--- config.mk ---
export PLATFORM = sky130hd
export DESIGN_NAME = rcs_reset_cause
export DESIGN_NICKNAME = d
export VERILOG_FILES = /design/src/hdl/rcs_reset_cause.v
export VERILOG_INCLUDE_DIRS = /design/src /design/src/hdl
export SDC_FILE = /design/constraint.sdc
export NUM_CORES = 1
export LEC_CHECK = 0
export BUFFER_PORTS_ARGS = -buffer_cell sky130_fd_sc_hd__buf_2
export CAP_MARGIN = 20
export CELL_PAD_IN_SITES_DETAIL_PLACEMENT = 0
export CELL_PAD_IN_SITES_GLOBAL_PLACEMENT = 1
export CORE_MARGIN = 5
export CORE_UTILIZATION = 35
export DETAILED_ROUTE_END_ITERATION = 10
export GPL_TIMING_DRIVEN = 0
export PLACE_DENSITY_LB_ADDON = 0.1
export SLEW_MARGIN = 5
export SYNTH_ARGS = -nofsm -noshare
export SYNTH_HDL_FRONTEND = slang
export SYNTH_SLANG_ARGS = --single-unit
--- constraint.sdc ---
create_clock -name ref_clk -period 5.75 [get_ports ref_clk]
set_input_delay 0.8625 -clock ref_clk [delete_from_list [all_inputs] [get_ports ref_clk]]
set_output_delay 0.8625 -clock ref_clk [all_outputs]
set_load 0.1 [all_outputs]
--- src/hdl/rcs_defs.vh ---
// constants for the reset cause and status block
`ifndef RCS_DEFS_VH
`define RCS_DEFS_VH
`define RCS_AW          5
`define RCS_A_RST_CTRL  5'h00
`define RCS_A_STACK     5'h04
`define RCS_A_TOS       5'h08
`define RCS_A_IRQ_REQ   5'h0c
`define RCS_A_EVT_ST    5'h10
`define RCS_A_EVT_MSK   5'h14
`define RCS_A_CFG       5'h18
`define RCS_RESP_OKAY   2'h0
`define RCS_RESP_SLVERR 2'h2
`define RCS_B_SWBO_EN   6
`define RCS_B_RINS      4
`define RCS_B_TO        3
`define RCS_B_PDN       2
`define RCS_B_POR       1
`define RCS_B_BRO       0
`define RCS_B_SFULL     7
`define RCS_B_SUNDER    6
`define RCS_B_SERR_EN   0
`define RCS_RCTL_POR    7'h5c
`define RCS_RCTL_MASK   7'h5f
`define RCS_PC_W        21
`define RCS_PC_ZERO     21'h000000
`define RCS_PC_STEP     21'h000002
`define RCS_VEC_HI      21'h000008
`define RCS_VEC_LO      21'h000018
`define RCS_SP_W        5
`define RCS_SP_ZERO     5'h00
`define RCS_SP_ONE      5'h01
`define RCS_PM_FULL     2'h0
`define RCS_PM_RUN      2'h1
`define RCS_PM_IDLE     2'h2
`define RCS_PM_SLEEP    2'h3
`define RCS_BM_OFF      2'h0
`define RCS_BM_SW       2'h1
`define RCS_BM_NOSLP    2'h2
`define RCS_BM_ON       2'h3
`define RCS_EV_N        8
`define RCS_EV_BRO       0
`define RCS_EV_MRST      1
`define RCS_EV_WDOG_RST  2
`define RCS_EV_WDOG_WAKE 3
`define RCS_EV_RINS      4
`define RCS_EV_SFULL     5
`define RCS_EV_SUNDER    6
`define RCS_EV_IRQ_WAKE 7
`endif

--- src/hdl/rcs_reset_cause.v ---
// reset cause flags, restart address and wake-up stack push
`timescale 1ns/1ps
`include "rcs_defs.vh"

// Functional notes
// - registers without reset value keep their contents on every warm reset.
// - reset-valued registers take values per power-on, warm reset or wake-up.
// - watchdog wake-up resumes normal run; most registers stay untouched.
// - power-on: pc zero, set instr/timeout/power-down, clear cause and stack.
// - reset instr clears its flag; brown-out sets three, clears its own.
// - master clear in power-managed run sets timeout only.
// - master clear in idle or sleep sets timeout, clears power-down.
// - master clear in full power restarts at zero, flags untouched.
// - watchdog in full power or run: restart zero, clear timeout.
// - watchdog in idle or sleep: resume at pc plus two, clear two flags.
// - interrupt wake clears power-down; pc plus two or vector if enabled.
// - overflow with stack error reset enabled restarts zero, sets full flag.
// - underflow always sets its flag; resets only when enable is one.
// - soft brown-out enable: one at power-on, else kept or zeroed.
// - interrupt wake with global enable pushes pc and bumps stack pointer.
// - interrupt wake leaves a request bit set naming the wake source.
// - soft brown-out enable works only in mode 01, else reads zero.
module rcs_reset_cause (
  input  wire        ref_clk,
  input  wire        rst,
  input  wire        master_clear_pin_n,
  input  wire        brownout_pin,
  input  wire        watchdog_timer_timeout,
  input  wire        reset_instr_exec,
  input  wire        stack_overflow,
  input  wire        stack_underflow,
  input  wire        irq_wake,
  input  wire [2:0]  irq_wake_src,
  input  wire        irq_wake_high_prio,
  input  wire        high_prio_global_irq_enable,
  input  wire        low_prio_global_irq_enable,
  input  wire [1:0]  pm_mode,
  input  wire [1:0]  brownout_mode_cfg,
  input  wire [20:0] pc_in,
  output wire        core_reset,
  output wire        pc_load,
  output wire [20:0] pc_load_val,
  output wire        brownout_detect_en,
  output wire [7:0]  irq_request_regs,
  output wire        irq,
  input  wire [31:0] s_axi_awaddr,
  input  wire        s_axi_awvalid,
  output wire        s_axi_awready,
  input  wire [31:0] s_axi_wdata,
  input  wire [3:0]  s_axi_wstrb,
  input  wire        s_axi_wvalid,
  output wire        s_axi_wready,
  output wire [1:0]  s_axi_bresp,
  output wire        s_axi_bvalid,
  input  wire        s_axi_bready,
  input  wire [31:0] s_axi_araddr,
  input  wire        s_axi_arvalid,
  output wire        s_axi_arready,
  output wire [31:0] s_axi_rdata,
  output wire [1:0]  s_axi_rresp,
  output wire        s_axi_rvalid,
  input  wire        s_axi_rready
);

  function [31:0] merge;
    input [31:0] old;
    input [31:0] dat;
    input [3:0]  strb;
    integer      i;
    begin
      merge = old;
      for (i = 0; i < 4; i = i + 1) begin
        if (strb[i]) begin
          merge[i*8 +: 8] = dat[i*8 +: 8];
        end
      end
    end
  endfunction

  reg                   mrst_s1_ff, mrst_s2_ff, mrst_d_ff;
  reg                   bro_s1_ff, bro_s2_ff, bro_d_ff;
  reg  [6:0]            rctl_ff, nxt_rctl;
  reg                   sfull_ff, nxt_sfull;
  reg                   sunder_ff, nxt_sunder;
  reg  [`RCS_SP_W-1:0]  sp_ff, nxt_sp;
  reg  [`RCS_PC_W-1:0]  tos_ff, nxt_tos;
  reg  [`RCS_PC_W-1:0]  pcv_ff, nxt_pcv;
  reg                   pcld_ff, crst_ff;
  reg  [7:0]            ireq_ff;
  reg  [`RCS_EV_N-1:0]  evt_st_ff, evt_msk_ff;
  reg                   serr_en_ff;
  reg                   aw_full_ff, w_full_ff, bvalid_ff;
  reg  [`RCS_AW-1:0]    aw_addr_ff;
  reg  [31:0]           w_data_ff;
  reg  [3:0]            w_strb_ff;
  reg  [1:0]            bresp_ff, rresp_ff;
  reg                   rvalid_ff;
  reg  [31:0]           rdata_ff, rd_mux;
  reg                   rd_hit;

  // only the second synchroniser stage and its delayed copy are compared
  wire mrst_fall = mrst_d_ff & ~mrst_s2_ff;
  wire bro_rise  = bro_s2_ff & ~bro_d_ff;
  wire asleep    = (pm_mode == `RCS_PM_IDLE) || (pm_mode == `RCS_PM_SLEEP);
  wire sw_mode   = (brownout_mode_cfg == `RCS_BM_SW);
  wire swbo_en_q = rctl_ff[`RCS_B_SWBO_EN];

  assign brownout_detect_en =
    (brownout_mode_cfg == `RCS_BM_ON) ||
    ((brownout_mode_cfg == `RCS_BM_NOSLP) && (pm_mode != `RCS_PM_SLEEP)) ||
    (sw_mode && swbo_en_q);

  // one event handled per cycle, brown-out first; a later one is dropped
  wire ev_bro  = bro_rise & brownout_detect_en;
  wire h1      = ev_bro;
  wire ev_mrst = mrst_fall & ~h1;
  wire h2      = h1 | mrst_fall;
  wire ev_wdog = watchdog_timer_timeout & ~h2;
  wire wdog_wk = ev_wdog & asleep;
  wire wdog_rs = ev_wdog & ~asleep;
  wire h3      = h2 | watchdog_timer_timeout;
  wire ev_rins = reset_instr_exec & ~h3;
  wire h4      = h3 | reset_instr_exec;
  wire ev_sful = stack_overflow & serr_en_ff & ~h4;
  wire h5      = h4 | ev_sful;
  wire ev_sunf = stack_underflow & ~h5;
  wire h6      = h5 | ev_sunf;
  wire ev_irq  = irq_wake & (pm_mode != `RCS_PM_FULL) & ~h6;
  wire gie_any = high_prio_global_irq_enable | low_prio_global_irq_enable;
  wire warm_rst = ev_bro | ev_mrst | wdog_rs | ev_rins | ev_sful |
                  (ev_sunf & serr_en_ff);

  wire [`RCS_EV_N-1:0] ev_vec = {ev_irq, ev_sunf, ev_sful, ev_rins,
                                 wdog_wk, wdog_rs, ev_mrst, ev_bro};

  wire do_wr = aw_full_ff & w_full_ff & ~bvalid_ff;
  wire wr_rc = do_wr && (aw_addr_ff == `RCS_A_RST_CTRL);
  wire wr_sk = do_wr && (aw_addr_ff == `RCS_A_STACK);
  wire wr_ts = do_wr && (aw_addr_ff == `RCS_A_TOS);
  wire wr_iq = do_wr && (aw_addr_ff == `RCS_A_IRQ_REQ);
  wire wr_es = do_wr && (aw_addr_ff == `RCS_A_EVT_ST);
  wire wr_em = do_wr && (aw_addr_ff == `RCS_A_EVT_MSK);
  wire wr_cf = do_wr && (aw_addr_ff == `RCS_A_CFG);
  wire wr_hit = wr_rc | wr_sk | wr_ts | wr_iq | wr_es | wr_em | wr_cf;
  wire [31:0] wm_rc = merge({25'h0, rctl_ff}, w_data_ff, w_strb_ff);
  wire [31:0] wm_sk = merge({24'h000000, sfull_ff, sunder_ff, 1'b0,
                             sp_ff}, w_data_ff, w_strb_ff);
  wire [31:0] wm_ts = merge({11'h000, tos_ff}, w_data_ff, w_strb_ff);

  always @* begin
    nxt_rctl   = rctl_ff;
    nxt_sfull  = sfull_ff;
    nxt_sunder = sunder_ff;
    nxt_sp     = sp_ff;
    nxt_tos    = tos_ff;
    nxt_pcv    = pcv_ff;
    // software writes, hardware events below override them
    if (wr_rc) begin
      nxt_rctl = wm_rc[6:0] & `RCS_RCTL_MASK;
    end
    if (wr_sk) begin
      nxt_sfull  = wm_sk[`RCS_B_SFULL];
      nxt_sunder = wm_sk[`RCS_B_SUNDER];
      nxt_sp     = wm_sk[`RCS_SP_W-1:0];
    end
    if (wr_ts) begin
      nxt_tos = wm_ts[`RCS_PC_W-1:0];
    end
    // warm-reset category values for stack registers and restart address
    if (warm_rst) begin
      nxt_tos = `RCS_PC_ZERO;
      nxt_sp  = `RCS_SP_ZERO;
      nxt_pcv = `RCS_PC_ZERO;
      // kept only when soft mode and set
      nxt_rctl[`RCS_B_SWBO_EN] = sw_mode & swbo_en_q;
    end
    if (ev_bro) begin
      nxt_rctl[`RCS_B_RINS] = 1'b1;
      nxt_rctl[`RCS_B_TO]   = 1'b1;
      nxt_rctl[`RCS_B_PDN]  = 1'b1;
      nxt_rctl[`RCS_B_BRO]  = 1'b0;
    end
    if (ev_mrst) begin
      case (pm_mode)
        `RCS_PM_RUN: begin
          nxt_rctl[`RCS_B_TO] = 1'b1;
        end
        // idle and sleep also clear power-down
        `RCS_PM_IDLE, `RCS_PM_SLEEP: begin
          nxt_rctl[`RCS_B_TO]  = 1'b1;
          nxt_rctl[`RCS_B_PDN] = 1'b0;
        end
        // full power leaves every flag as it stands
        default: begin
        end
      endcase
    end
    if (wdog_rs) begin
      nxt_rctl[`RCS_B_TO] = 1'b0;
    end
    // watchdog wake resumes after current pc
    if (wdog_wk) begin
      nxt_rctl[`RCS_B_TO]  = 1'b0;
      nxt_rctl[`RCS_B_PDN] = 1'b0;
      nxt_pcv = pc_in + `RCS_PC_STEP;
    end
    if (ev_rins) begin
      nxt_rctl[`RCS_B_RINS] = 1'b0;
    end
    if (ev_sful) begin
      nxt_sfull = 1'b1;
    end
    if (ev_sunf) begin
      nxt_sunder = 1'b1;
    end
    if (ev_irq) begin
      nxt_rctl[`RCS_B_PDN] = 1'b0;
      if (gie_any) begin
        nxt_pcv = irq_wake_high_prio ? `RCS_VEC_HI : `RCS_VEC_LO;
        nxt_tos = pc_in;
        nxt_sp  = sp_ff + `RCS_SP_ONE;
      end else begin
        nxt_pcv = pc_in + `RCS_PC_STEP;
      end
    end
  end

  always @(posedge ref_clk) begin
    if (rst) begin
      rctl_ff   <= `RCS_RCTL_POR;
      sfull_ff  <= 1'b0;
      sunder_ff <= 1'b0;
      sp_ff     <= `RCS_SP_ZERO;
      tos_ff    <= `RCS_PC_ZERO;
      pcv_ff    <= `RCS_PC_ZERO;
      pcld_ff   <= 1'b1;
      crst_ff   <= 1'b1;
    end else begin
      rctl_ff   <= nxt_rctl;
      sfull_ff  <= nxt_sfull;
      sunder_ff <= nxt_sunder;
      sp_ff     <= nxt_sp;
      tos_ff    <= nxt_tos;
      pcv_ff    <= nxt_pcv;
      // wake-ups reload the pc but do not reset the core
      pcld_ff   <= warm_rst | wdog_wk | ev_irq;
      crst_ff   <= warm_rst;
    end
  end

  // pins sit outside this clock; master clear idles released (high)
  always @(posedge ref_clk) begin
    if (rst) begin
      mrst_s1_ff <= 1'b1;
      mrst_s2_ff <= 1'b1;
      mrst_d_ff  <= 1'b1;
      bro_s1_ff  <= 1'b0;
      bro_s2_ff  <= 1'b0;
      bro_d_ff   <= 1'b0;
    end else begin
      mrst_s1_ff <= master_clear_pin_n;
      mrst_s2_ff <= mrst_s1_ff;
      mrst_d_ff  <= mrst_s2_ff;
      bro_s1_ff  <= brownout_pin;
      bro_s2_ff  <= bro_s1_ff;
      bro_d_ff   <= bro_s2_ff;
    end
  end

  // mask, enable and request bits only reset at power-on
  always @(posedge ref_clk) begin
    if (rst) begin
      evt_msk_ff <= {`RCS_EV_N{1'b0}};
      serr_en_ff <= 1'b0;
      ireq_ff    <= 8'h00;
    end else begin
      if (wr_em && w_strb_ff[0]) begin
        evt_msk_ff <= w_data_ff[`RCS_EV_N-1:0];
      end
      if (wr_cf && w_strb_ff[0]) begin
        serr_en_ff <= w_data_ff[`RCS_B_SERR_EN];
      end
      // wake source request bit, set wins over clear
      ireq_ff <= (ireq_ff & ~((wr_iq && w_strb_ff[0]) ? w_data_ff[7:0] :
                 8'h00)) | (ev_irq ? (8'h01 << irq_wake_src) : 8'h00);
    end
  end

  genvar g;
  generate
    for (g = 0; g < `RCS_EV_N; g = g + 1) begin : g_evt
      // sticky, write one to clear, a same-cycle event stays set
      always @(posedge ref_clk) begin
        if (rst) begin
          evt_st_ff[g] <= 1'b0;
        end else if (ev_vec[g]) begin
          evt_st_ff[g] <= 1'b1;
        end else if (wr_es && w_strb_ff[0] && w_data_ff[g]) begin
          evt_st_ff[g] <= 1'b0;
        end
      end
    end
  endgenerate

  // write channel: address and data latched separately, answered together
  always @(posedge ref_clk) begin
    if (rst) begin
      aw_full_ff <= 1'b0;
      w_full_ff  <= 1'b0;
      bvalid_ff  <= 1'b0;
      bresp_ff   <= `RCS_RESP_OKAY;
      aw_addr_ff <= {`RCS_AW{1'b0}};
      w_data_ff  <= 32'h00000000;
      w_strb_ff  <= 4'h0;
    end else begin
      if (s_axi_awvalid && s_axi_awready) begin
        aw_full_ff <= 1'b1;
        aw_addr_ff <= s_axi_awaddr[`RCS_AW-1:0];
      end
      if (s_axi_wvalid && s_axi_wready) begin
        w_full_ff <= 1'b1;
        w_data_ff <= s_axi_wdata;
        w_strb_ff <= s_axi_wstrb;
      end
      if (do_wr) begin
        aw_full_ff <= 1'b0;
        w_full_ff  <= 1'b0;
        bvalid_ff  <= 1'b1;
        bresp_ff   <= wr_hit ? `RCS_RESP_OKAY : `RCS_RESP_SLVERR;
      end else if (bvalid_ff && s_axi_bready) begin
        bvalid_ff <= 1'b0;
      end
    end
  end

  always @* begin
    rd_hit = 1'b1;
    rd_mux = 32'h00000000;
    case (s_axi_araddr[`RCS_AW-1:0])
      // enable reads zero outside soft mode
      `RCS_A_RST_CTRL: begin
        rd_mux[6:0] = rctl_ff;
        rd_mux[`RCS_B_SWBO_EN] = swbo_en_q & sw_mode;
      end
      `RCS_A_STACK: begin
        rd_mux[`RCS_B_SFULL]  = sfull_ff;
        rd_mux[`RCS_B_SUNDER] = sunder_ff;
        rd_mux[`RCS_SP_W-1:0] = sp_ff;
      end
      `RCS_A_TOS: begin
        rd_mux[`RCS_PC_W-1:0] = tos_ff;
      end
      `RCS_A_IRQ_REQ: begin
        rd_mux[7:0] = ireq_ff;
      end
      `RCS_A_EVT_ST: begin
        rd_mux[`RCS_EV_N-1:0] = evt_st_ff;
      end
      `RCS_A_EVT_MSK: begin
        rd_mux[`RCS_EV_N-1:0] = evt_msk_ff;
      end
      `RCS_A_CFG: begin
        rd_mux[`RCS_B_SERR_EN] = serr_en_ff;
      end
      default: begin
        rd_hit = 1'b0;
      end
    endcase
  end

  always @(posedge ref_clk) begin
    if (rst) begin
      rvalid_ff <= 1'b0;
      rdata_ff  <= 32'h00000000;
      rresp_ff  <= `RCS_RESP_OKAY;
    end else if (s_axi_arvalid && !rvalid_ff) begin
      rvalid_ff <= 1'b1;
      rdata_ff  <= rd_mux;
      rresp_ff  <= rd_hit ? `RCS_RESP_OKAY : `RCS_RESP_SLVERR;
    end else if (rvalid_ff && s_axi_rready) begin
      rvalid_ff <= 1'b0;
    end
  end

  assign s_axi_awready    = ~aw_full_ff & ~bvalid_ff;
  assign s_axi_wready     = ~w_full_ff & ~bvalid_ff;
  assign s_axi_bvalid     = bvalid_ff;
  assign s_axi_bresp      = bresp_ff;
  assign s_axi_arready    = ~rvalid_ff;
  assign s_axi_rvalid     = rvalid_ff;
  assign s_axi_rdata      = rdata_ff;
  assign s_axi_rresp      = rresp_ff;
  assign core_reset       = crst_ff;
  assign pc_load          = pcld_ff;
  assign pc_load_val      = pcv_ff;
  assign irq_request_regs = ireq_ff;
  assign irq              = |(evt_st_ff & evt_msk_ff);

endmodule

# Yosys cells after proc, flatten, opt, wreduce, memory -nomap -nowiden
# Index checks and enable logic that the tools add are counted.
# totals
elab_cells,242
input_bits,145
reg_bits,146
output_inout_bits,74
# op_classes
bitwise,55
addsub,2
n_mux,63
n_shift,1
eq_ne,19
reduce_logical,63
# op_table
operator,count
21-bit 2-to-1 mux,8
8-bit 2-to-1 mux,5
2-bit nonzero test,17
1-bit 2-to-1 mux,31
"5-bit equality test, second input constant",6
5-bit 2-to-1 mux,6
1-bit logical AND,26
4-bit one-hot mux with 6 select lines,1
"21-bit by 2-bit adder with 21-bit output, second input constant",1
"5-bit by 4-bit equality test with 1-bit output, second input constant",4
1-bit bitwise AND,19
1-bit OR,19
8-bit bitwise AND,2
7-bit 2-to-1 mux,2
13-bit 2-to-1 mux,1
1-bit inverter,13
"5-bit by 3-bit equality test with 1-bit output, second input constant",2
5-bit logical NOT,2
2-bit AND reduction,5
3-bit nonzero test,3
"2-bit equality test, second input constant",4
2-bit 2-to-1 mux,4
8-bit inverter,1
8-bit OR,1
15 further kinds,20

# Depth between registers and ports, before layout
# Gate-level depths: netlist of run 1.
# logic_depth
word_depth,18
ltp_mapped,7
ltp_nobuf,6

# Worst setup path before layout of run 1
# No wires, ideal clock.
# synth_path
kind,input to output
startpoint,input port pm_mode[0]
endpoint,output port brownout_detect_en
stages,2
n_path_buf,0
t_required_ns,4.888
setup_slack_ns,2.547
arrival_time_ns,2.340
cell_sequence,and3b_1 -> nor2_1
# synth_between
elab_chain_cells,4
# synth_lines
element,line_no,source
from (decl),rcs_reset_cause.v:37,"input wire [1:0] pm_mode,"
2-bit inequality test (no source line),-,
1-bit logical AND,rcs_reset_cause.v:110,((brownout_mode_cfg == `RCS_BM_NOSLP) && (pm_mode != `RCS_PM_SLEEP)) ||
1-bit logical OR (2 in series),rcs_reset_cause.v:109,(brownout_mode_cfg == `RCS_BM_ON) ||
to (decl),rcs_reset_cause.v:43,"output wire brownout_detect_en,"
# Every way passes these cells.

# Worst setup path in the final report of run 1
# layout_path
startpoint,input port pm_mode[1]
endpoint,register tos_ff[17]
# layout_between
elab_chain_cells,18
word_cells_on_any_way,38
cone_classes,eq/ne: 3; mux: 3; bitwise: 27; reduce/logical: 5
# layout_lines
element,line_no,source
2-bit inequality test (no source line),-,
1-bit logical AND,rcs_reset_cause.v:110,
1-bit logical OR (2 in series),rcs_reset_cause.v:109,
1-bit bitwise AND,rcs_reset_cause.v:114,wire ev_bro = bro_rise & brownout_detect_en;
1-bit OR,rcs_reset_cause.v:117,wire h2 = h1 | mrst_fall;
1-bit OR,rcs_reset_cause.v:121,wire h3 = h2 | watchdog_timer_timeout;
1-bit OR,rcs_reset_cause.v:123,wire h4 = h3 | reset_instr_exec;
1-bit inverter,rcs_reset_cause.v:124,wire ev_sful = stack_overflow & serr_en_ff & ~h4;
1-bit bitwise AND,rcs_reset_cause.v:124,
1-bit OR,rcs_reset_cause.v:125,wire h5 = h4 | ev_sful;
1-bit inverter,rcs_reset_cause.v:126,wire ev_sunf = stack_underflow & ~h5;
1-bit bitwise AND,rcs_reset_cause.v:126,
1-bit bitwise AND,rcs_reset_cause.v:131,(ev_sunf & serr_en_ff);
1-bit OR,rcs_reset_cause.v:130,wire warm_rst = ev_bro | ev_mrst | wdog_rs | ev_rins | ev_sful |
21-bit 2-to-1 mux,rcs_reset_cause.v:170,if (warm_rst) begin
21-bit 2-to-1 mux,rcs_reset_cause.v:218,if (gie_any) begin
21-bit 2-to-1 mux (*),rcs_reset_cause.v:216,if (ev_irq) begin
to (signal assigned),rcs_reset_cause.v:234,tos_ff <= `RCS_PC_ZERO;
to (signal assigned),rcs_reset_cause.v:243,tos_ff <= nxt_tos;
to (decl),rcs_reset_cause.v:86,"reg [`RCS_PC_W-1:0] tos_ff, nxt_tos;"
# Mark *: on every way between the ends. The rest lies on a longest branch, timed or not.
# A chain may end at the register's enable or synchronous reset.

==> metrics.md, run 1 <==
| Metric | Value |
|---|---|
| Via count | 5824 |
| CP Capture Type | register |
| # fillers | 1844 |
| CP required | 6.04 ns |
| Max Clk Rate | 343 MHz |
| Clock Skew | 0.0113 ns |
| Post-Place Setup Slack | 2.47 ns |
| Max-cap violation count | 0 |
| CTS Sinks | 144 |
| Worst EP arrival | 3.20 ns |
| Die area | 0.0210 sq mm |
| Non-Filler Instances | 1148 |
| #FFs+latches synth | 144 |
| Antenna diodes | 0 |
| # hold bufs at CTS | 0 |
| FF/Latch Area | 0.00288 sq mm |
| Synth Cell Area | 0.00636 sq mm |
| Final period util | 50.7% |
| Pleak | 3.31 nW |
| GPL Wtd Cong | 0.897 |
| Peak supply drop | 0.221 mV |
| Vias in the first global route | 5765 |
| Vias per cell | 5.07 |
| Post-synth top cells | dfxtp_1, nand2_1, a21oi_1 |
| Syn avg cell area | 8.61 sq um |
| Routed len/inst | 18.4 microns |
| Worst-margin pin slew | 1.08 ns |
| Final WL | 21100 microns |
| Post-synth top flop | dfxtp_1 |
| Initial DRT Pass Iterations | 5 |
| CP Launch Type | primary input |
| Final worst slack | 2.83 ns |
| Area grow syn2layout | 25.9% |
| Post-route minimum period | 2.92 ns |
| PD cells | 325 mW/mm^2 |
| RSZ-0062 raised after global routing | no |
| Setup TNS | 0 ns |
| Initial antenna violation count | 0 |
| Seq/Total Area, Yosys | 45.3% |
| Clock slew seen by the registers of the worst setup and hold paths | 0.06 ns |
| Top cells by area, synth | dfxtp_1, mux2i_1, nand2_1 |
| Final setup vio count | 0 |
| Core Rows | 49 |
| CTS max path bufs | 2 |
| Starting Density | 35.5% |
| DIE WIDTH | 145 microns |
| Inserted Clock Buffers | 17 |
| CTS tree | built |
| Core area | 0.0179 sq mm |
| Initial DRC count | 275 |
| Area of the multi-input gates | 0.00319 sq mm |
| Most numerous cell in the Yosys netlist | dfxtp_1 |
| Placed Cells | 1118 |
| Area leader, netlist | dfxtp_1 |
| Distinct cells, synth | 63 |
| Hold WC Path Type | register to register |
| Die span in y | 145 microns |
| Share of cells above drive strength 1 | 22.6% |
| Status | finished, final reports clean |
| Post-synthesis async set-or-reset flop share | 0% |
| CTS resizes | 0 |
| Post-CTS Setup Inserts | 0 |
| Post-synth top area share | 45.3% |
| Max Fanout on Critical Path | 10 |
| Total congestion overflow | 0 |
| Worst-Skew Late Latency | 0.43 ns |
| YS warnings | 0 |
| GRT Util Overall | 20.1% |
| Nets | 1055 |
| Final Hold Vio Count | 0 |
| Io pins | 219 |
| Rel. slew slack | 27.3% |
| Max Slew Vio Count | 0 |
| # port buffers | 138 |
| Root Driver | clkbuf_16 |
| DR DRC count | 0 |
| Detail Placement HPWL | 16300 microns |
| H-tree Lvls | 4 |
| Post-route ant nets | 0 |
| CP Class | primary input to register |
| First-pass GRT wire length | 31900 microns |
| Pin count of the biggest net entering global routing | 17 |
| EDFF count, synth | 0 |
| Syn Inst Count | 739 |
layer usage:
metal	up-vias	share of wire (%)	global-route usage [%]	routed length, microns
li1	2898	-	-	-
met1	2722	48	28.8	10200
met5	-	0	0	0
met4	0	1.5	5.99	311
met2	180	43	30.1	9150
met3	24	6.8	4.86	1420
through the flow:
stage / utilization [%] / cell area, sq um / power [W] / hold WS [ns]
after floorplan: - / 6410 / 0.00134 / 0.389
after global placement: 41.2 / 7380 / 0.00144 / 0.395
after detailed placement: 41.2 / 7380 / 0.00144 / 0.399
after CTS: 44.8 / 8010 / 0.00263 / 0.417
after global routing: 44.8 / 8010 / 0.00270 / 0.448
final: 44.8 / 8010 / 0.00261 / 0.411
registers in the layout (all words and copies together), names as in the netlist, 3 cells and up:
name and count:
w_data_ff 21, aw_addr_ff 5, evt_msk_ff 8, evt_st_ff 8, rctl_ff 6, pc_load_val 21, tos_ff 21, s_axi_rdata 21
w_strb_ff 3, sp_ff 5, irq_request_regs 8
logic make-up (layout without fill, tap and decap cells):
kind of cell / after synthesis / in the layout / share of synthesized area [%]
simple gates: 272 / 272 / 20.7
compound gates: 175 / 175 / 16.9
flops: 144 / 144 / 45.3
buf+inv: 72 / 240 / 5.25
mux: 54 / 54 / 8.77
xor+xnor: 19 / 19 / 2.62
fa+ha+maj: 2 / 2 / 0.393
other cells: 1 / 13 / 0.0590
final cells by class:
class | instances | area share, %
well taps | 229 | 3.58
multi-input cells | 535 | 39.8
flip-flops and latches | 144 | 36.0
clock inverters | 9 | 1.97
plain buffers | 55 | 3.37
inverters | 17 | 0.797
clock buffers | 21 | 5.87
repair buffers | 138 | 8.62
placed cells by master, fill, tap and decap left out, types with 5 or more instances in the layout:
cell	Yosys	routed
a21oi_1	57	57
o21ai_0	49	49
nor2b_1	8	8
inv_1	17	17
a22oi_1	9	9
conb_1	1	13
nor2_1	48	48
clkbuf_16	0	17
o22ai_1	11	11
nand3b_1	6	6
nand3_1	32	32
buf_4	13	13
nand4_1	7	7
a31oi_1	7	7
nand2_1	123	123
mux2i_1	49	49
xnor2_1	5	5
clkbuf_1	31	32
dfxtp_1	144	144
o2bb2ai_1	19	19
buf_2	6	144
nor3_1	5	5
xor2_1	14	14
worst paths after layout:
check / start / end / slack (ns) / depth (start not counted)
setup / recovery: pm_mode[1] / tos_ff[17] / 2.83 / 7
hold / removal: mrst_s1_ff / mrst_s2_ff / 0.41 / 1
setup reg to reg: rctl_ff[6] / tos_ff[17] / 3.12 / 6
hold reg to reg: mrst_s1_ff / mrst_s2_ff / 0.41 / 1
power breakdown:
part           switching [W]  total, W  internal (W)
Clock               0.000428   0.00118      0.000756
Sequential         0.0000298   0.00106       0.00103
Combinational       0.000273  0.000359     0.0000863
Total               0.000731   0.00261       0.00188
worst max-delay path, stage by stage:
cell	delay (ns)
buf_2	0.13
and3b_1	0.21
nor3_1	0.77
or3b_1	0.27
clkbuf_1	0.32
clkbuf_1	0.47
o21ai_0	0.17
Power figures use the tool's default switching activity.
==> run 2, diff against run 1 <==
--- a/config.mk
+++ b/config.mk
@@ -11,7 +11,7 @@
 export CELL_PAD_IN_SITES_DETAIL_PLACEMENT = 0
 export CELL_PAD_IN_SITES_GLOBAL_PLACEMENT = 1
 export CORE_MARGIN = 5
-export CORE_UTILIZATION = 35
+export CORE_UTILIZATION = 33
 export DETAILED_ROUTE_END_ITERATION = 10
 export GPL_TIMING_DRIVEN = 0
 export PLACE_DENSITY_LB_ADDON = 0.1
==> constraint.sdc (replaced) <==
create_clock -name ref_clk -period 2.5 [get_ports ref_clk]
set_input_delay 0.375 -clock ref_clk [delete_from_list [all_inputs] [get_ports ref_clk]]
set_output_delay 0.375 -clock ref_clk [all_outputs]
set_load 0.1 [all_outputs]
==> run 2 against run 1 <==
  * Cell area increased by 0.78%
  * Final cell count increased by 3.2%
  * Clock skew decreased by 0.0029 ns
  * Combinational power increased by 130%
==> metrics.md, run 2 (synthesis gave the netlist of run 1 again) <==
| Metric | Value |
|---|---|
| Status | finished, final reports clean |
| Slowest-stage cell, CP | clkbuf_1 |
| Reg2reg start | rctl_ff[6] |
| Switching pwr | 0.00171 W (+130%) |
| Total congestion overflow | 0 (unchanged) |
| Inserted Clock Buffers | 17 (unchanged) |
| H-tree Lvls | 4 (unchanged) |
| Buf+Inv Stages, Crit Path | 1 (-2) |
| Max Slew Vio Count | 0 (unchanged) |
| Rel. slew slack | 27.8% (+0.60 points) |
| Max-cap violation count | 0 (unchanged) |
| Final period util | 92.0% |
| CP Launch Type | register |
| Core area | 0.0188 sq mm (+5.2%) |
| First-pass GRT wire length | 32800 microns (+2.7%) |
| Post-route minimum period | 2.30 ns |
| Starting Density | 33.8% (-1.8 points) |
| Hold WC Path Type | primary input to register |
| Worst-Skew Late Latency | 0.42 ns (about the same) |
| Final Util | 42.9% (-1.9 points) |
| Most common cell after layout, fill and taps aside | buf_2 |
| Power, Total | 0.00586 W (+120%) |
| Vias per cell | 4.96 (-2.2%) |
| # hold bufs at CTS | 0 (unchanged) |
| Hold-critical path depth | 2 (+1) |
| Post-route ant nets | 0 (unchanged) |
| Initial antenna violation count | 0 (unchanged) |
| Final setup vio count | 0 (unchanged) |
| Die area | 0.0222 sq mm (+5.6%) |
| R2R Setup Slk | 0.20 ns (-2.92 ns) |
| Family with the most delay on the worst path | compound AO/OA/AOI/OAI gates |
| Most frequent cells in the layout | buf_2, dfxtp_1, nand2_1 |
| GPL Wtd Cong | 0.865 (-3.5%) |
| Clock Skew | 0.00847 ns (-0.00286 ns) |
| CTS tree | built |
| Area grow syn2layout | 26.9% |
| CP required | 2.85 ns (-3.19 ns) |
| Final Hold Vio Count | 0 (unchanged) |
| # fillers | 1973 (+7.0%) |
| Initial DRC count | 451 (+64%) |
| DR DRC count | 0 (unchanged) |
| Detail Placement HPWL | 16500 microns (+1.1%) |
| Nets | 1059 (+0.38%) |
| Pleak | 3.32 nW (+0.38%) |
| Routed len/inst | 17.9 microns (-2.3%) |
| Worst R2R End | pc_load_val[19] |
| CP max stage delay | 0.44 ns (-0.33 ns) |
| Final WL | 21200 microns (+0.85%) |
| # port buffers | 138 (unchanged) |
| CTS Sinks | 144 (unchanged) |
| Worst EP arrival | 2.65 ns (-0.55 ns) |
| HP Start | s_axi_rready |
| Switching share of power | 29.2% (+1.1 points) |
| Max Fanout on Critical Path | 10 (unchanged) |
| Worst-margin pin slew | 1.07 ns (-0.00888 ns) |
| Worst Hold End | s_axi_rvalid |
| Pin count of the biggest net entering global routing | 17 (unchanged) |
| GRT Util Overall | 19.1% (-0.97 points) |
| Worst path cell trace | a21oi_1 -> o31ai_1 -> or3_1 -> nor2_1 -> clkbuf_1 -> o2bb2ai_1 |
| RSZ-0062 raised after global routing | no |
| PD cells | 726 mW/mm^2 (+120%) |
| Clock slew seen by the registers of the worst setup and hold paths | 0.06 ns (about the same) |
| Die span in y | 149 microns (+2.8%) |
| CP Capture Type | register |
| Vias in the first global route | 5738 (-0.47%) |
| Share of cells above drive strength 1 | 23.6% (+0.93 points) |
| Antenna diodes | 0 (unchanged) |
| Via count | 5877 (+0.91%) |
| DIE WIDTH | 149 microns (+2.8%) |
| CP Class | register to register |
| CTS max path bufs | 2 (unchanged) |
| Io pins | 219 (unchanged) |
| Max Clk Rate | 435 MHz |
| Root Driver | clkbuf_16 |
| Core Rows | 50 (+2.0%) |
| Peak supply drop | 0.492 mV (+120%) |
| Int Pwr | 0.00415 W (+120%) |
| Combinational share of power | 14.1% (+0.3 points) |
| Initial DRT Pass Iterations | 5 (unchanged) |
| Reg power frac | 41.8% (+1.0 points) |
| Worst R2R Path Depth | 6 (unchanged) |
| Clock power frac | 44.0% (-1.4 points) |
## run 2: final cells by class
type	count	area [sq um]	area share, %
buffer	55	270	3.35
clock inverter	13	163	2.01
multi-input combinational	535	3210	39.8
sequential	144	2880	35.7
tap	260	325	4.03
inverter	17	63.8	0.790
timing repair buffer	142	721	8.93
clock buffer	19	433	5.36
## run 2: power groups by stage
stage | clock (W) | combinational [W] | sequential [W]
2_1_floorplan | 0 | 0.000417 | 0.00266
3_3_place_gp | 0 | 0.000821 | 0.00250
4_1_cts | 0.00265 | 0.000827 | 0.00245
6_report | 0.00258 | 0.000826 | 0.00245
3_5_place_dp | 0 | 0.000824 | 0.00250
5_1_grt | 0.00276 | 0.000888 | 0.00246
## run 2: routing by layer
metal	track usage [%]	up-vias	part of all wire [%]
met2	28.8	173	44
li1	-	2927	-
met4	4.62	0	0.89
met5	0	-	0
met1	28.0	2761	49
met3	4.07	16	5.7
## run 2: worst max path at each step
stage	from	endpoint	slack, ns	cells past startpoint
6_report	rctl_ff[6]	pc_load_val[19]	0.20	6
2_1_floorplan	s_axi_bvalid	rctl_ff[6]	0.08	5
3_5_place_dp	pm_mode[1]	tos_ff[19]	-0.07	7
3_3_place_gp	pm_mode[1]	tos_ff[17]	-0.08	7
4_1_cts	s_axi_bvalid	rctl_ff[6]	0.13	5
5_1_grt	rctl_ff[6]	pc_load_val[12]	0.03	6
## run 2: what timing repair did
| item | in CTS | in global routing |
|---|---|---|
| resized for setup | 0 | 2 |
| setup buffers | 0 | 4 |
| endpoints found under the setup margin | 0 | 12 |
## run 2: stage by stage
step	area [sq um]	hold slack [ns]	setup TNS, ns	cells	setup slack [ns]
global placement	7440	0.397	-0.588	1149	-0.0765
global route	8070	0.117	0	1185	0.0310
finish	8070	0.129	0	1185	0.199
detailed placement	7440	0.414	-0.486	1149	-0.0721
floorplan	6420	0.389	0	751	0.0795
CTS	8030	0.112	0	1181	0.133
==> run 3, diff against run 2 <==
==> constraint.sdc (replaced) <==
create_clock -name ref_clk -period 2.5 [get_ports ref_clk]
set_input_delay 0.25 -clock ref_clk [delete_from_list [all_inputs] [get_ports ref_clk]]
set_output_delay 0.25 -clock ref_clk [all_outputs]
set_load 0.1 [all_outputs]
==> run 3 against run 2 <==
  * First-iteration DRC count down 14%
  * Global-route usage about the same
  * Setup slack better by 0.0046 ns
  * Sequential power about the same
  * Final cell count up 0.17%
  * Critical path type unchanged
  * Highest routed layer unchanged
==> metrics.md, run 3 (synthesis gave the netlist of run 1 again) <==
| Metric | Value |
|---|---|
| Status | finished, final reports clean |
| Initial DRT Pass Iterations | 5 (unchanged) |
| First-pass GRT wire length | 32800 microns (about the same) |
| Die span in y | 149 microns (unchanged) |
| Hold Slack | 0.0408 ns (-0.0887 ns) |
| Routed len/inst | 17.9 microns (-0.32%) |
| Detail Placement HPWL | 16500 microns (unchanged) |
| Peak supply drop | 0.493 mV (+0.19%) |
| DIE WIDTH | 149 microns (unchanged) |
| DR DRC count | 0 (unchanged) |
| Most common cell after layout, fill and taps aside | buf_2 |
| Setup TNS | 0 ns (unchanged) |
| Vias in the first global route | 5741 (+0.052%) |
| Antenna diodes | 0 (unchanged) |
| Share of cells above drive strength 1 | 23.5% (-0.051 points) |
| H-tree Lvls | 4 (unchanged) |
| Max Slew Vio Count | 0 (unchanged) |
| Die area | 0.0222 sq mm (unchanged) |
| Post-route ant nets | 0 (unchanged) |
| Final Hold Vio Count | 0 (unchanged) |
| GRT Util Overall | 19.2% (about the same) |
| Rel. slew slack | 27.5% (-0.39 points) |
| Area grow syn2layout | 27.2% |
| Placed Cells | 1149 (unchanged) |
| Max Clk Rate | 435 MHz (+0.20%) |
| CTS Sinks | 144 (unchanged) |
| # fillers | 1971 (-0.10%) |
| Post-route minimum period | 2.30 ns (-0.00456 ns) |
| CP Capture Type | register |
| Via count | 5894 (+0.29%) |
| Total congestion overflow | 0 (unchanged) |
| Worst EP arrival | 2.64 ns (about the same) |
| Hold WC Path Type | primary input to register |
| Max Fanout on Critical Path | 10 (unchanged) |
| Vias per cell | 4.97 (+0.12%) |
| Root Driver | clkbuf_16 |
| CTS max path bufs | 2 (unchanged) |
| Non-Filler Instances | 1187 (+0.17%) |
| Io pins | 219 (unchanged) |
| Initial DRC count | 390 (-14%) |
| Worst-Skew Late Latency | 0.42 ns (about the same) |
| Final WL | 21200 microns (-0.16%) |
| CP required | 2.85 ns (about the same) |
| Final setup vio count | 0 (unchanged) |
| Most frequent cells in the layout | buf_2, dfxtp_1, nand2_1 |
| Final period util | 91.9% (-0.18 points) |
| Max-cap violation count | 0 (unchanged) |
| Core area | 0.0188 sq mm (unchanged) |
| Clock Skew | 0.00867 ns (+0.000199 ns) |
| Nets | 1061 (+0.19%) |
| Worst-margin pin slew | 1.08 ns (+0.00575 ns) |
| RSZ-0062 raised after global routing | no |
| # port buffers | 138 (unchanged) |
| Initial antenna violation count | 0 (unchanged) |
| PD cells | 724 mW/mm^2 (-0.18%) |
| Starting Density | 33.8% (unchanged) |
| Pleak | 3.33 nW (+0.25%) |
| CTS tree | built |
| Inserted Clock Buffers | 17 (unchanged) |
| Core Rows | 50 (unchanged) |
| Clock slew seen by the registers of the worst setup and hold paths | 0.06 ns (about the same) |
| Pin count of the biggest net entering global routing | 17 (unchanged) |
| CP Class | register to register |
| CP Launch Type | register |
| GPL Wtd Cong | 0.865 (unchanged) |
==> run 3: metrics by stage <==
stage                     cell area [sq um]  util, %  power (W)  worst slack (ns)
final                                  8090     43.0    0.00586             0.203
after global routing                   8090     43.0    0.00611            0.0310
after CTS                              8050     42.8    0.00593             0.133
after detailed placement               7440     39.5    0.00333            0.0529
after global placement                 7440     39.5    0.00332            0.0485
after floorplan                        6420        -    0.00308            0.0795
==> run 3: final timing paths <==
check | startpoint | depth (start not counted) | slack [ns] | endpoint
worst max-delay path | rctl_ff[6] | 6 | 0.20 | pc_load_val[19]
worst min-delay path | brownout_pin | 2 | 0.04 | bro_s1_ff
worst max register to register | rctl_ff[6] | 6 | 0.20 | pc_load_val[19]
worst min register to register | mrst_s1_ff | 1 | 0.42 | mrst_s2_ff
==> run 3: per-layer routing <==
layer | share of wire, % | global-route usage [%] | vias to the layer above
met5 | 0 | 0 | -
li1 | - | - | 2927
met2 | 44 | 28.8 | 176
met1 | 49 | 28.0 | 2775
met4 | 0.92 | 4.62 | 0
met3 | 5.6 | 4.04 | 16
==> run 3: cell type report <==
cell class,count,area (sq um),area share (%)
clock buffers,19,433,5.35
flip-flops and latches,144,2880,35.6
clock inverters,13,163,2.01
well taps,260,325,4.02
inverters,17,63.8,0.788
multi-input cells,535,3210,39.7
plain buffers,55,270,3.34
repair buffers,144,741,9.15
==> run 3: worst max-delay path, stage by stage, from the launching register on <==
cell and delay [ns]:
dfxtp_1 0.33, a21oi_1 0.35, o31ai_1 0.21, or3_1 0.43, nor2_1 0.29, clkbuf_1 0.44, o2bb2ai_1 0.17
==> run 3: repair_timing <==
item | CTS | global route
endpoints found under the setup margin | 0 | 12
endpoints found under the hold margin | 2 | 0
setup buffers | 0 | 4
resized for setup | 0 | 2
hold buffers | 2 | 0
==> run 3: where the power goes <==
| part | switching, W | leakage, nW | total, W | internal [W] |
|---|---|---|---|---|
| logic | 0.000625 | 1.87 | 0.000828 | 0.000203 |
| registers | 0.0000741 | 1.17 | 0.00245 | 0.00238 |
| clock network | 0.00101 | 0.284 | 0.00258 | 0.00157 |
